### src/shared/rglk_pkg.sv
// constants, types and helpers for the register-group lock and setup block
// assumes one host bus clock; every address and index here is 8/16 bits
`default_nettype none

package rglk_pkg;

    // ========================================================
    // i/o port addresses: controller (mono and colour copies), access and option
    localparam logic [15:0] CRTC_MONO_BASE  = 16'h03b4; // index, data at +1
    localparam logic [15:0] CRTC_COLOR_BASE = 16'h03d4; // index, data at +1
    localparam logic [15:0] CRTC_DATA_OFS   = 16'h0001; // data port offset
    localparam logic [15:0] ACC_PORT_ADDR   = 16'h46e8; // subsystem access
    localparam logic [15:0] OPT_PORT_ADDR   = 16'h0102; // option select

    // ========================================================
    // indexed register offsets
    localparam logic [7:0] IDX_MEM_SETUP = 8'h31; // display_memory_setup
    localparam logic [7:0] IDX_EXT_KEY   = 8'h38; // extension_group_key
    localparam logic [7:0] IDX_SYS_KEY   = 8'h39; // system_group_key
    localparam logic [7:0] IDX_MISC_ONE  = 8'h3a; // misc_control_one
    localparam logic [7:0] IDX_SYS_SETUP = 8'h40; // system_setup_control

    // ========================================================
    // key patterns: mask keeps the significant bits only
    localparam logic [7:0] EXT_KEY_MASK  = 8'hcc; // 01xx10xx
    localparam logic [7:0] EXT_KEY_VALUE = 8'h48;
    localparam logic [7:0] SYS_KEY_MASK  = 8'he0; // 101xxxxx
    localparam logic [7:0] SYS_KEY_VALUE = 8'ha0;

    // ========================================================
    // field positions
    localparam int SYS_ACCEL_BIT     = 0; // accel group access
    localparam int FONT_LOAD_BIT     = 5; // in misc_control_one
    localparam int FONT_FETCH_BIT    = 6; // in display_memory_setup
    localparam int ACC_ENABLE_BIT    = 3; // in subsystem_access_port
    localparam int ACC_SETUP_STD_BIT = 4; // setup bit, select strap high
    localparam int ACC_SETUP_ALT_BIT = 5; // setup bit, select strap low
    localparam int OPT_ENABLE_BIT    = 0; // in option_select_port

    // ========================================================
    // reset values and read answers
    localparam logic [7:0] RST_REG     = 8'h00; // every stored byte
    localparam logic [7:0] LOCKED_READ = 8'h00; // locked or unmapped
    // straps read as disabled, standard setup bit until synchronised
    localparam logic [1:0] RST_STRAPS  = 2'b11;

    // software enable sequence, gray along the usual path
    typedef enum logic [1:0]
    {
        EN_IDLE   = 2'b00,
        EN_SETUP  = 2'b01,
        EN_OPTION = 2'b11,
        EN_ON     = 2'b10
    } rglk_en_t;

    // compare only the significant bits of a key
    function automatic logic key_match
    (
        input logic [7:0] value,
        input logic [7:0] mask,
        input logic [7:0] key
    );
        key_match = ((value & mask) == key);
    endfunction : key_match

endpackage : rglk_pkg

`default_nettype wire

### src/shared/rglk_key_if.sv
// carrier between the top and the key keeper
// assumes both ends share mclk; signals are plain same-cycle levels
`default_nettype none

interface rglk_key_if;
    logic       wr_ext;   // write strobe, extension key
    logic       wr_sys;   // write strobe, system key
    logic [7:0] wdata;    // byte written
    logic [7:0] ext_key;  // stored extension key
    logic [7:0] sys_key;  // stored system key
    logic       ext_open; // extension group unlocked
    logic       sys_open; // system groups unlocked

    modport keeper (input wr_ext, wr_sys, wdata,
                    output ext_key, sys_key, ext_open, sys_open);
    modport master (output wr_ext, wr_sys, wdata,
                    input ext_key, sys_key, ext_open, sys_open);
endinterface : rglk_key_if

`default_nettype wire

### src/rglk_sync.sv
// two-flop synchroniser for the two strap pins
// assumes straps are slow levels from pins outside mclk
`default_nettype none

module rglk_sync
    import rglk_pkg::*;
(
    input  wire logic       mclk,  // host bus clock
    input  wire logic       nrst,  // synchronous, active low
    input  wire logic [1:0] pin,   // raw strap levels
    output logic      [1:0] level  // synchronised strap levels
);
    // ========================================================
    // state
    typedef struct packed
    {
        logic [1:0] meta;  // first stage, read by stage two only
        logic [1:0] safe;  // second stage
    } rglk_sync_t;

    rglk_sync_t q;      // registered state
    rglk_sync_t next_q; // next state

    // shift pins through both stages
    always_comb
    begin
        next_q.meta = pin;
        next_q.safe = q.meta;
    end

    // registers; reset to strap-high so no false enable follows reset
    always_ff @(posedge mclk)
    begin
        if (!nrst)
            q <= '{meta: RST_STRAPS, safe: RST_STRAPS};
        else
            q <= next_q;
    end

    assign level = q.safe;
endmodule : rglk_sync

`default_nettype wire

### src/rglk_key_keeper.sv
// holds both lock keys and decodes the unlock levels
// assumes strobes come one cycle wide from the indexed port
`default_nettype none

module rglk_key_keeper
    import rglk_pkg::*;
(
    input wire logic  mclk,  // host bus clock
    input wire logic  nrst,  // synchronous, active low
    rglk_key_if.keeper kif   // strobes in, keys and levels out
);
    // ========================================================
    // state
    typedef struct packed
    {
        logic [7:0] ext_key; // last byte written to extension key
        logic [7:0] sys_key; // last byte written to system key
    } rglk_keys_t;

    rglk_keys_t q;      // registered state
    rglk_keys_t next_q; // next state

    // any write replaces the key; a bad byte therefore relocks
    always_comb
    begin
        next_q = q;
        if (kif.wr_ext)
            next_q.ext_key = kif.wdata;
        if (kif.wr_sys)
            next_q.sys_key = kif.wdata;
    end

    // zero keys match neither pattern, so both groups start locked
    always_ff @(posedge mclk)
    begin
        if (!nrst)
            q <= '{ext_key: RST_REG, sys_key: RST_REG};
        else
            q <= next_q;
    end

    assign kif.ext_key  = q.ext_key;
    assign kif.sys_key  = q.sys_key;
    assign kif.ext_open = key_match(q.ext_key, EXT_KEY_MASK,
                                    EXT_KEY_VALUE);
    assign kif.sys_open = key_match(q.sys_key, SYS_KEY_MASK,
                                    SYS_KEY_VALUE);
endmodule : rglk_key_keeper

`default_nettype wire

### src/rglk_top.sv
// register-group lock and video subsystem setup, host i/o side
// assumes host i/o strobes are one cycle wide and synchronous to mclk
//
// Contract
// - extension group opens on key 01xx10xx
// - system groups open on key 101xxxxx
// - system setup bit 0 opens accel group
// - locked groups refuse both reads and writes
// - any wrong significant key bit relocks
// - enable strap low enables subsystem directly
// - enable strap high needs software enable
// - standard vga until accel group enabled
// - memory setup bit 6 selects fast fetch
`default_nettype none

module rglk_top
    import rglk_pkg::*;
(
    input  wire logic        mclk,                     // host bus clock
    input  wire logic        nrst,                     // sync reset, low
    input  wire logic [15:0] io_addr,                  // i/o address
    input  wire logic        io_wr,                    // write strobe
    input  wire logic        io_rd,                    // read strobe
    input  wire logic [7:0]  io_wdata,                 // write byte
    output logic      [7:0]  io_rdata,                 // read byte
    input  wire logic        subsystem_enable_strap_n, // strap, low on
    input  wire logic        setup_bit_select_strap,   // strap, bit 4/5
    output logic             ext_group_open,           // extension open
    output logic             sys_group_open,           // system open
    output logic             accel_group_open,         // accel open
    output logic             vga_mode_active,          // standard vga
    output logic             subsystem_enabled,        // video enabled
    output logic             font_load_active,         // font loading
    output logic             font_fetch_132            // fast font fetch
);
    // ========================================================
    // state
    typedef struct packed
    {
        logic [7:0] index;     // controller index
        logic [7:0] mem_setup; // display_memory_setup
        logic [7:0] misc_one;  // misc_control_one
        logic [7:0] sys_setup; // system_setup_control
        logic [7:0] acc_port;  // subsystem_access_port
        logic [7:0] opt_port;  // option_select_port
        rglk_en_t   en;        // software enable sequence
        logic [7:0] rdata;     // read answer
    } rglk_state_t;

    rglk_state_t q;      // registered state
    rglk_state_t next_q; // next state

    rglk_key_if  kif (); // key strobes and unlock levels

    logic [1:0]  strap_s;    // synchronised straps
    logic        strap_n_s;  // enable strap, active low
    logic        sel_s;      // setup bit select strap
    logic        idx_wr;     // index port write
    logic        dat_wr;     // data port write
    logic        dat_rd;     // data port read
    logic        acc_wr;     // access port write
    logic        acc_rd;     // access port read
    logic        opt_wr;     // option port write
    logic        opt_rd;     // option port read
    logic        setup_hit;  // written byte carries the setup bit
    logic        accel_open; // accel group unlocked
    logic [7:0]  rd_val;     // value chosen for a read

    // ========================================================
    // submodules
    // straps come from pins, so both pass two flops first
    rglk_sync u_sync
    (
        .mclk  (mclk),
        .nrst  (nrst),
        .pin   ({subsystem_enable_strap_n, setup_bit_select_strap}),
        .level (strap_s)
    );

    rglk_key_keeper u_keys
    (
        .mclk (mclk),
        .nrst (nrst),
        .kif  (kif.keeper)
    );

    assign strap_n_s = strap_s[1];
    assign sel_s     = strap_s[0];

    // ========================================================
    // address decode
    // both copies of the controller port answer the same way
    function automatic logic crtc_hit
    (
        input logic [15:0] addr,
        input logic [15:0] ofs
    );
        crtc_hit = (addr == CRTC_MONO_BASE + ofs) ||
                   (addr == CRTC_COLOR_BASE + ofs);
    endfunction : crtc_hit

    assign idx_wr = io_wr && crtc_hit(io_addr, 16'h0000);
    assign dat_wr = io_wr && crtc_hit(io_addr, CRTC_DATA_OFS);
    assign dat_rd = io_rd && crtc_hit(io_addr, CRTC_DATA_OFS);
    assign acc_wr = io_wr && (io_addr == ACC_PORT_ADDR);
    assign acc_rd = io_rd && (io_addr == ACC_PORT_ADDR);
    assign opt_wr = io_wr && (io_addr == OPT_PORT_ADDR);
    assign opt_rd = io_rd && (io_addr == OPT_PORT_ADDR);

    // the select strap decides which bit of the access port is setup
    assign setup_hit = sel_s ? io_wdata[ACC_SETUP_STD_BIT]
                             : io_wdata[ACC_SETUP_ALT_BIT];

    // accel needs the system group open as well; relocking the
    // system group therefore shuts the accel group too
    assign accel_open = kif.sys_open &&
                        q.sys_setup[SYS_ACCEL_BIT];

    // ========================================================
    // read mux; locked groups read as a fixed byte
    always_comb
    begin
        rd_val = LOCKED_READ;
        if (dat_rd)
        begin
            case (q.index)
                IDX_EXT_KEY:   rd_val = kif.ext_key;
                IDX_SYS_KEY:   rd_val = kif.sys_key;
                IDX_MEM_SETUP:
                    if (kif.ext_open)
                        rd_val = q.mem_setup;
                IDX_MISC_ONE:
                    if (kif.ext_open)
                        rd_val = q.misc_one;
                IDX_SYS_SETUP:
                    if (kif.sys_open)
                        rd_val = q.sys_setup;
                default:       rd_val = LOCKED_READ;
            endcase
        end
        else if (acc_rd)
            rd_val = q.acc_port;
        else if (opt_rd && q.en != EN_IDLE)
            rd_val = q.opt_port; // only visible outside EN_IDLE
    end

    // ========================================================
    // next state
    always_comb
    begin
        next_q     = q;
        kif.wr_ext = 1'b0;
        kif.wr_sys = 1'b0;
        kif.wdata  = io_wdata;
        // read answer held until the next read
        if (io_rd)
            next_q.rdata = rd_val;
        if (idx_wr)
            next_q.index = io_wdata;
        // indexed writes; locked groups keep their bytes
        if (dat_wr)
        begin
            case (q.index)
                IDX_EXT_KEY:   kif.wr_ext = 1'b1;
                IDX_SYS_KEY:   kif.wr_sys = 1'b1;
                IDX_MEM_SETUP:
                    if (kif.ext_open)
                        next_q.mem_setup = io_wdata;
                IDX_MISC_ONE:
                    if (kif.ext_open)
                        next_q.misc_one = io_wdata;
                IDX_SYS_SETUP:
                    if (kif.sys_open)
                        next_q.sys_setup = io_wdata;
                default:       next_q.index = q.index;
            endcase
        end
        // access port always stores; the sequence watches it
        if (acc_wr)
            next_q.acc_port = io_wdata;
        // option port only takes writes while the sequence is not in EN_IDLE
        if (opt_wr && q.en != EN_IDLE)
            next_q.opt_port = io_wdata;
        // software enable sequence
        case (q.en)
            EN_IDLE:
                if (acc_wr && setup_hit)
                    next_q.en = EN_SETUP;
            EN_SETUP:
                if (opt_wr && io_wdata[OPT_ENABLE_BIT])
                    next_q.en = EN_OPTION;
                else if (acc_wr && !setup_hit)
                    next_q.en = EN_IDLE;
            EN_OPTION:
                if (acc_wr && io_wdata[ACC_ENABLE_BIT])
                    next_q.en = EN_ON;
                else if (opt_wr && !io_wdata[OPT_ENABLE_BIT])
                    next_q.en = EN_SETUP;
                else if (acc_wr && !setup_hit)
                    next_q.en = EN_IDLE;
            EN_ON:
                if (acc_wr && !io_wdata[ACC_ENABLE_BIT])
                    next_q.en = EN_IDLE; // software disable
            default:
                next_q.en = EN_IDLE;
        endcase
    end

    // ========================================================
    // registers
    always_ff @(posedge mclk)
    begin
        if (!nrst)
            q <= '{index: RST_REG, mem_setup: RST_REG,
                   misc_one: RST_REG, sys_setup: RST_REG,
                   acc_port: RST_REG, opt_port: RST_REG,
                   en: EN_IDLE, rdata: LOCKED_READ};
        else
            q <= next_q;
    end

    // ========================================================
    // outputs
    assign io_rdata         = q.rdata;
    assign ext_group_open   = kif.ext_open;
    assign sys_group_open   = kif.sys_open;
    assign accel_group_open = accel_open;
    assign vga_mode_active  = !accel_open;
    // strap low bypasses the software sequence entirely
    assign subsystem_enabled = !strap_n_s || (q.en == EN_ON);
    assign font_load_active = q.misc_one[FONT_LOAD_BIT];
    assign font_fetch_132   = q.mem_setup[FONT_FETCH_BIT];
endmodule : rglk_top

`default_nettype wire

### config.mk
export PLATFORM = sky130hd
export DESIGN_NAME = rglk_top
export DESIGN_NICKNAME = d
export VERILOG_FILES = /design/src/shared/rglk_pkg.sv /design/src/shared/rglk_key_if.sv /design/src/rglk_sync.sv /design/src/rglk_key_keeper.sv /design/src/rglk_top.sv
export SDC_FILE = /design/constraint.sdc
export NUM_CORES = 1
export LEC_CHECK = 0
export ABC_AREA = 0
export BUFFER_PORTS_ARGS = -buffer_cell sky130_fd_sc_hd__buf_4
export CORE_ASPECT_RATIO = 0.5
export CORE_MARGIN = 10
export CORE_UTILIZATION = 62
export CTS_CLUSTER_SIZE = 14
export DETAILED_ROUTE_END_ITERATION = 10
export GPL_TIMING_DRIVEN = 0
export PLACE_DENSITY = 0.84
export SYNTH_ARGS = -nofsm -noshare
export SYNTH_HDL_FRONTEND = slang
export SYNTH_SLANG_ARGS = --single-unit
export TNS_END_PERCENT = 30
### constraint.sdc
create_clock -name mclk -period 4.1 [get_ports mclk]
set_input_delay 0 -clock mclk [delete_from_list [all_inputs] [get_ports mclk]]
set_output_delay 0 -clock mclk [all_outputs]
set_load 0.01 [all_outputs]
==> impl_results.rst, run 1 <==
.. list-table::
   :header-rows: 1

   * - Metric
     - Value
   * - Status
     - finished clean
   * - Via density per instance
     - 6.00
   * - Proportion of register bits with asynchronous set or reset after synthesis
     - 0%
   * - Number of gates resized after CTS
     - 0
   * - Post-route cell area
     - 4480 um^2
   * - Buffers on Ports
     - 39
   * - Number of DRC violations after detailed-routing iteration 0
     - 353
   * - Most frequently used flop master after synthesis
     - sky130_fd_sc_hd__dfxtp_1
   * - Ys Warns
     - 0
   * - Initial core utilization
     - 63.1%
   * - Maximum clock insertion buffer count
     - 2
   * - Fraction of the mapped netlist area in compound gates
     - 13.0%
   * - Number of detailed-routing iterations run before antenna repair
     - 6
   * - Final period demand of the worst path
     - 2.40 ns
   * - Area of the die
     - 9840 um^2
   * - Antenna viol nets, final
     - 0
   * - Sequential-to-total area share from yosys stat
     - 41.2%
   * - Instance area after placement
     - 4180 um^2
   * - CP Launch Type
     - register
   * - PwrDens
     - 354 nW/um^2
   * - Final routed DRC violation total
     - 0
   * - Synthesized area divided by synthesized cell count
     - 9.20 um^2
   * - Post-detailed-placement half-perimeter wirelength
     - 7250 um
   * - First-pass GRT wire length
     - 16100 um
   * - Final-report hold violation count
     - 0
   * - Category of the worst setup path capture point
     - register
   * - Setup_tns
     - 0 ns
   * - Cell area after synthesis
     - 3790 um^2
   * - GR Overflow Total
     - 0
   * - Mux share of post-synthesis cell area
     - 17.5%
   * - CTS sink count
     - 78
   * - Fraction of synthesized cell area in xor and xnor cells
     - 0.231%
   * - IO Pins
     - 45
   * - Area fraction in and, or, nand and nor cells after synthesis
     - 22.9%
   * - Timing-limited maximum frequency
     - 416 MHz
   * - Hold crit path type
     - in2reg
   * - Number of buffers created by CTS
     - 9
   * - Total nets after synthesis
     - 442
   * - H-tree depth reported by CTS
     - 3
   * - Post-synthesis share of cell area spent on full adders, half adders and majority gates
     - 0%
   * - Std-Cell Rows
     - 20
   * - Initial antenna violation count
     - 0
   * - LEAKAGE
     - 0.00164 uW
   * - CP Data Arrival Time
     - 2.66 ns
   * - Startpoint-to-endpoint class of the critical path
     - reg2reg
   * - Required time at the endpoint of the critical path
     - 4.36 ns
   * - Count of max-cap constraint violations
     - 0
   * - Dominant combinational cell family by area after synthesis
     - simple AND/OR/NAND/NOR gates
   * - Synth unique cells
     - 46
   * - DR vias
     - 3287
   * - Number of global-route vias before repair
     - 3210
   * - Crit path max fanout
     - 10
   * - Layout cells sized above 1
     - 17.6%
   * - Routability congestion estimate from global placement
     - 0.899
   * - Clock tree from TritonCTS
     - yes
   * - Unrepaired setup endpoints after global routing
     - false
   * - Number of register bits inferred by synthesis
     - 78
   * - Final clock period utilization by the worst path
     - 58.6%
   * - Headroom to the max-slew limit
     - 37.3%
   * - Drt total wl
     - 10300 um
   * - Clock transition at the registers of the reported paths
     - 0.06 ns
   * - Source-to-sink clock delay at the later pin of the worst-skew pair
     - 0.34 ns
   * - Final Power
     - 1590 uW
   * - Setup violation total in the final timing report
     - 0
   * - Chip Width
     - 131 um
   * - Fin. max-slew vios
     - 0
   * - Actual slew at the worst max-slew pin
     - 0.933 ns
   * - Die Ht
     - 75.3 um
   * - Final-stage net count
     - 496
   * - Number of antenna cells inserted
     - 0
   * - Peak ir drop on the vdd network
     - 0.000249 V
   * - Combined global-route utilization of all metal layers
     - 21.3%
   * - Filler instances
     - 423
   * - Cells after synthesis
     - 412
   * - Setup clock skew after layout
     - 0.00660 ns
   * - Average detailed-routed wire length per instance
     - 18.8 um
   * - CTS Root Cell
     - sky130_fd_sc_hd__clkbuf_16
   * - Area of the core region
     - 6010 um^2
   * - Number of synthesized flops with an enable pin
     - 0
   * - Area grow syn2layout
     - 18.2%
   * - Pin count of the biggest net entering global routing
     - 12
==> final timing paths <==
check	from	end	slack (ns)	cells past startpoint
setup / recovery	q[53]	io_rdata[0]	1.70	7
hold / removal	io_wdata[1]	q[19]	0.01	3
setup reg to reg	q[53]	io_rdata[0]	1.70	7
hold reg to reg	u_sync.next_q[0]	u_sync.level[0]	0.41	1
==> synth_stat cells, types with 2 or more instances <==
cell type | number | area [um^2]
sky130_fd_sc_hd__a21bo_2 | 6 | 60.1
sky130_fd_sc_hd__dfxtp_1 | 78 | 1560
sky130_fd_sc_hd__nand2_1 | 61 | 229
sky130_fd_sc_hd__nand4_1 | 3 | 18.8
sky130_fd_sc_hd__o22ai_1 | 2 | 12.5
sky130_fd_sc_hd__and2_1 | 4 | 25.0
sky130_fd_sc_hd__mux2i_1 | 65 | 651
sky130_fd_sc_hd__and3b_1 | 2 | 17.5
sky130_fd_sc_hd__inv_1 | 3 | 11.3
sky130_fd_sc_hd__a21boi_0 | 8 | 60.1
sky130_fd_sc_hd__o211ai_1 | 2 | 15.0
sky130_fd_sc_hd__or3_1 | 2 | 12.5
sky130_fd_sc_hd__o22a_1 | 6 | 52.6
sky130_fd_sc_hd__a21oi_1 | 18 | 90.1
sky130_fd_sc_hd__nor2b_1 | 43 | 269
sky130_fd_sc_hd__nand2b_1 | 5 | 31.3
sky130_fd_sc_hd__a32oi_1 | 8 | 70.1
sky130_fd_sc_hd__buf_4 | 10 | 75.1
sky130_fd_sc_hd__o21ai_0 | 20 | 100
sky130_fd_sc_hd__buf_2 | 6 | 30.0
sky130_fd_sc_hd__clkbuf_1 | 18 | 67.6
sky130_fd_sc_hd__nor2_1 | 6 | 22.5
sky130_fd_sc_hd__nand3_1 | 5 | 25.0
sky130_fd_sc_hd__nor3_4 | 2 | 32.5
sky130_fd_sc_hd__nor3_1 | 8 | 40.0
==> area by class of cell <==
type / count / area [um^2] / area share, %
sequential: 78 / 1560 / 34.8
buffer: 36 / 189 / 4.21
tap: 77 / 96.3 / 2.15
inverter: 3 / 11.3 / 0.251
multi-input combinational: 295 / 2030 / 45.3
timing repair buffer: 43 / 333 / 7.42
clock inverter: 1 / 5.00 / 0.112
clock buffer: 15 / 258 / 5.75
==> kinds of logic after synthesis <==
group	after synthesis
buffers and inverters	39
AOI/OAI and AO/OA	74
DFF	78
muxes	66
and+or+nand+nor	154
xor gates and xnor gates	1
==> flip-flops by register name (all words and copies together), names as in the netlist <==
signal / cells
u_sync.level: 2
u_keys.kif.sys_key: 8
q: 48
font_fetch_132: 1
io_rdata: 8
u_sync.next_q: 2
font_load_active: 1
u_keys.kif.ext_key: 8
==> per-layer routing <==
layer  wire length, um  track usage [%]  vias up
met5                 0                0        -
met4               176             7.22        0
met3               799             6.04       20
met2              4890             35.5      146
met1              4420             26.1     1585
li1                  -                -     1536
==> critical path, cell delays in order (launching register included) <==
cell,delay (ns)
sky130_fd_sc_hd__dfxtp_1,0.30
sky130_fd_sc_hd__clkbuf_2,0.18
sky130_fd_sc_hd__nor2b_1,0.14
sky130_fd_sc_hd__buf_2,0.24
sky130_fd_sc_hd__o211ai_1,0.14
sky130_fd_sc_hd__a211oi_1,0.74
sky130_fd_sc_hd__o21ai_0,0.34
sky130_fd_sc_hd__a21oi_1,0.24
==> layout by cell type, fill, tap and decap left out, drive strengths merged, types with 2 or more instances in the layout <==
cell         instances
dfxtp               78
mux2i               65
nand2               61
buf                 56
nor2b               43
clkbuf              34
o21ai               20
a21oi               18
nor3                10
a21boi               8
a32oi                8
nor2                 6
o22a                 6
a21bo                6
nand2b               5
nand3                5
and2                 4
dlygate4sd3          4
nand4                4
inv                  3
and3b                2
or3                  2
o211ai               2
o22ai                2
nor3b                2
nor4b                2
==> what timing repair did <==
item,4_1_cts,5_1_grt
setup buffers,0,0
hold endpoints to repair,4,0
setup endpoints to repair,0,0
hold buffers,4,0
==> report_power, final <==
part           total (uW)  internal [uW]  switching (uW)
Clock                 718            427             292
Sequential            766            764            2.25
Combinational         103           46.5            56.1
==> stage by stage <==
step	setup slack, ns	utilization, %	cells	hold WS [ns]
CTS	1.81	74.7	548	0.00210
global route	1.56	74.7	548	0.0257
detailed placement	1.95	69.6	528	0.193
finish	1.70	74.7	548	0.0123
global placement	2.03	69.6	528	0.186
floorplan	2.39	-	412	0.101
Note: power is estimated with default switching activity, not from simulation.
==> run 2, diff against run 1 <==
- ABC_AREA: 0 -> 1
- CORE_UTILIZATION: 62 -> 53
- PLACE_DENSITY: 0.84 -> 0.76
- clock period: 4.1 -> 2.1 ns (I/O delays scaled with it)
==> impl_results.rst, run 2 <==
.. list-table::
   :header-rows: 1

   * - Metric
     - Value
   * - Combined global-route utilization of all metal layers
     - 20.4% (was 21.3%)
   * - Pin count of the biggest net entering global routing
     - 14 (was 12)
   * - Most common cell after layout, fill and taps aside
     - sky130_fd_sc_hd__nand2_1 (was sky130_fd_sc_hd__dfxtp_1)
   * - Cells after synthesis
     - 580 (was 412)
   * - Top cell types by occurrence after synthesis
     - sky130_fd_sc_hd__nand2_1, sky130_fd_sc_hd__dfxtp_1, sky130_fd_sc_hd__nor2_1 (was sky130_fd_sc_hd__dfxtp_1, sky130_fd_sc_hd__mux2i_1, sky130_fd_sc_hd__nand2_1)
   * - Number of register bits inferred by synthesis
     - 78 (unchanged)
   * - Sequential-to-total area share from yosys stat
     - 38.3% (was 41.2%)
   * - Ys Warns
     - 0 (unchanged)
   * - IO Pins
     - 45 (unchanged)
   * - Maximum clock insertion buffer count
     - 2 (unchanged)
   * - Clock tree from TritonCTS
     - yes (unchanged)
   * - Layout cells sized above 1
     - 17.5% (was 17.6%)
   * - Final-stage net count
     - 673 (was 496)
   * - GR Overflow Total
     - 0 (unchanged)
   * - Drt total wl
     - 11900 um (was 10300 um)
   * - Synthesized area divided by synthesized cell count
     - 7.02 um^2 (was 9.20 um^2)
   * - Final clock period utilization by the worst path
     - 87.2% (was 58.6%)
   * - Number of detailed-routing iterations run before antenna repair
     - 7 (was 6)
   * - Number of buffers created by CTS
     - 9 (unchanged)
   * - Number of antenna cells inserted
     - 0 (unchanged)
   * - Antenna viol nets, final
     - 0 (unchanged)
   * - Number of gates resized after CTS
     - 0 (unchanged)
   * - Source-to-sink clock delay at the later pin of the worst-skew pair
     - 0.34 ns (about the same)
   * - CTS Root Cell
     - sky130_fd_sc_hd__clkbuf_16 (unchanged)
   * - Std-Cell Rows
     - 22 (was 20)
   * - Storage cell area
     - 1560 um^2 (unchanged)
   * - Hold crit path type
     - in2reg (unchanged)
   * - Crit path max fanout
     - 8 (was 10)
   * - CTS sink count
     - 78 (unchanged)
   * - Combined area of the multi-input logic cells
     - 2060 um^2 (was 2030 um^2)
   * - Library cell with the largest summed area after synthesis
     - sky130_fd_sc_hd__dfxtp_1 (unchanged)
   * - Startpoint-to-endpoint class of the critical path
     - reg2reg (unchanged)
   * - Post-detailed-placement half-perimeter wirelength
     - 8750 um (was 7250 um)
   * - Register with the most flip-flops
     - q (unchanged)
   * - DR vias
     - 4076 (was 3287)
   * - PwrDens
     - 666 nW/um^2 (was 354 nW/um^2)
   * - Average detailed-routed wire length per instance
     - 16.0 um (was 18.8 um)
   * - Number of hold buffers added after CTS
     - 9 (was 4)
   * - Via density per instance
     - 5.49 (was 6.00)
   * - Commonest cells after routing, fill and taps aside
     - sky130_fd_sc_hd__nand2_1, sky130_fd_sc_hd__nor2_1, sky130_fd_sc_hd__dfxtp_1, sky130_fd_sc_hd__inv_1, sky130_fd_sc_hd__a21oi_1 (was sky130_fd_sc_hd__dfxtp_1, sky130_fd_sc_hd__mux2i_1, sky130_fd_sc_hd__nand2_1, sky130_fd_sc_hd__buf_4, sky130_fd_sc_hd__nor2b_1)
   * - Clock transition at the registers of the reported paths
     - 0.06 ns (about the same)
   * - Count of max-cap constraint violations
     - 0 (unchanged)
   * - Die Ht
     - 82.0 um (was 75.3 um)
   * - Filler instances
     - 670 (was 423)
   * - Area grow syn2layout
     - 20.4% (was 18.2%)
   * - Yosys top cell area share
     - 38.3% (was 41.2%)
   * - Most frequently used flop master after synthesis
     - sky130_fd_sc_hd__dfxtp_1 (unchanged)
   * - Final Power
     - 3270 uW (was 1590 uW)
   * - Synth unique cells
     - 36 (was 46)
   * - Number of global-route vias before repair
     - 3688 (was 3210)
   * - Proportion of register bits with asynchronous set or reset after synthesis
     - 0% (unchanged)
   * - H-tree depth reported by CTS
     - 3 (unchanged)
   * - Number of synthesized flops with an enable pin
     - 0 (unchanged)
   * - CP Data Arrival Time
     - 2.06 ns (was 2.66 ns)
   * - Category of the worst setup path capture point
     - register (unchanged)
   * - Headroom to the max-slew limit
     - 63.8% (was 37.3%)
   * - Initial core utilization
     - 55.0% (was 63.1%)
   * - Fin. max-slew vios
     - 0 (unchanged)
   * - Status
     - finished clean (unchanged)
   * - Routability congestion estimate from global placement
     - 0.990 (was 0.899)
   * - Peak ir drop on the vdd network
     - 0.000420 V (was 0.000249 V)
   * - Buffers on Ports
     - 43 (was 39)
   * - LEAKAGE
     - 0.00209 uW (was 0.00164 uW)
   * - Chip Width
     - 144 um (was 131 um)
   * - Ranking of synthesized cells by area
     - sky130_fd_sc_hd__dfxtp_1, sky130_fd_sc_hd__nand2_1, sky130_fd_sc_hd__a21oi_1 (was sky130_fd_sc_hd__dfxtp_1, sky130_fd_sc_hd__mux2i_1, sky130_fd_sc_hd__nor2b_1)
   * - Final period demand of the worst path
     - 1.83 ns (was 2.40 ns)
   * - Fin worst setup slack
     - 0.269 ns (was 1.70 ns)
   * - Total nets after synthesis
     - 610 (was 442)
   * - Setup Fix Bufs, Post-CTS
     - 0 (unchanged)
   * - Final-report hold violation count
     - 0 (unchanged)
   * - Number of DRC violations after detailed-routing iteration 0
     - 406 (was 353)
   * - Number of flip-flops under the largest register name
     - 48 (unchanged)
   * - Final routed DRC violation total
     - 0 (unchanged)
   * - Required time at the endpoint of the critical path
     - 2.33 ns (was 4.36 ns)
   * - Most common cell in the netlist
     - sky130_fd_sc_hd__nand2_1 (was sky130_fd_sc_hd__dfxtp_1)
   * - CP Launch Type
     - register (unchanged)
   * - Setup violation total in the final timing report
     - 0 (unchanged)
   * - Worst slack at placement
     - 0.296 ns (was 1.95 ns)
   * - Setup clock skew after layout
     - 0.00536 ns (was 0.00660 ns)
   * - Cell area after synthesis
     - 4070 um^2 (was 3790 um^2)
   * - Initial antenna violation count
     - 0 (unchanged)
   * - Unrepaired setup endpoints after global routing
     - false (unchanged)
   * - Area of the core region
     - 7400 um^2 (was 6010 um^2)
   * - Timing-limited maximum frequency
     - 546 MHz (was 416 MHz)
   * - Area of the die
     - 11800 um^2 (was 9840 um^2)
   * - Actual slew at the worst max-slew pin
     - 0.542 ns (was 0.933 ns)
   * - Setup_tns
     - 0 ns (unchanged)
   * - First-pass GRT wire length
     - 18700 um (was 16100 um)
run 2: critical path, stage by stage, from the launching register on:
cell                      delay, ns
sky130_fd_sc_hd__dfxtp_1       0.39
sky130_fd_sc_hd__nand2_1       0.11
sky130_fd_sc_hd__nor3_4        0.28
sky130_fd_sc_hd__nand3_1       0.21
sky130_fd_sc_hd__inv_1         0.12
sky130_fd_sc_hd__nand4_1       0.31
sky130_fd_sc_hd__o21ai_0       0.26
sky130_fd_sc_hd__nor2_1        0.05
run 2: routing by layer:
metal  vias to the layer above  part of all wire, %  track usage, %
met4                         0                 0.77            3.74
met1                      1889                   46            27.2
li1                       2023                    -               -
met5                         -                    0               0
met3                        13                  8.8            6.22
met2                       151                   44            32.1
run 2: logic make-up after synthesis:
logic type,Yosys count,share of synthesized area (%)
AOI/OAI and AO/OA,137,17.8
xor gates and xnor gates,1,0.215
and+or+nand+nor,266,32.5
buffers and inverters,98,11.1
DFF,78,38.3
run 2: final timing paths:
path	startpoint	end	slack (ns)	cells past startpoint
setup / recovery	q[55]	q[47]	0.27	7
setup reg to reg	q[55]	q[47]	0.27	7
hold reg to reg	u_sync.next_q[1]	u_sync.level[1]	0.42	1
hold / removal	io_wdata[5]	q[55]	0.01	3
run 2: area by class of cell:
class	instances	share of cell area (%)
clock buffers	10	4.87
inverters	71	5.49
repair buffers	52	8.42
flip-flops and latches	78	31.8
well taps	96	2.45
clock inverters	5	1.20
plain buffers	27	3.70
multi-input cells	404	42.0
run 2: power by group:
part           switching [uW]  internal, uW  total (uW)
logic                     127          80.6         207
clock network             623           948        1570
registers                2.59          1490        1490
run 2: metrics by stage:
step                util [%]  cells  hold slack (ns)  instance area [um^2]
floorplan                  -    580            0.107                  4070
global placement        61.0    719            0.188                  4520
detailed placement      61.0    719            0.195                  4520
CTS                     66.2    743          0.00709                  4900
global route            66.2    743           0.0422                  4900
finish                  66.2    743           0.0131                  4900
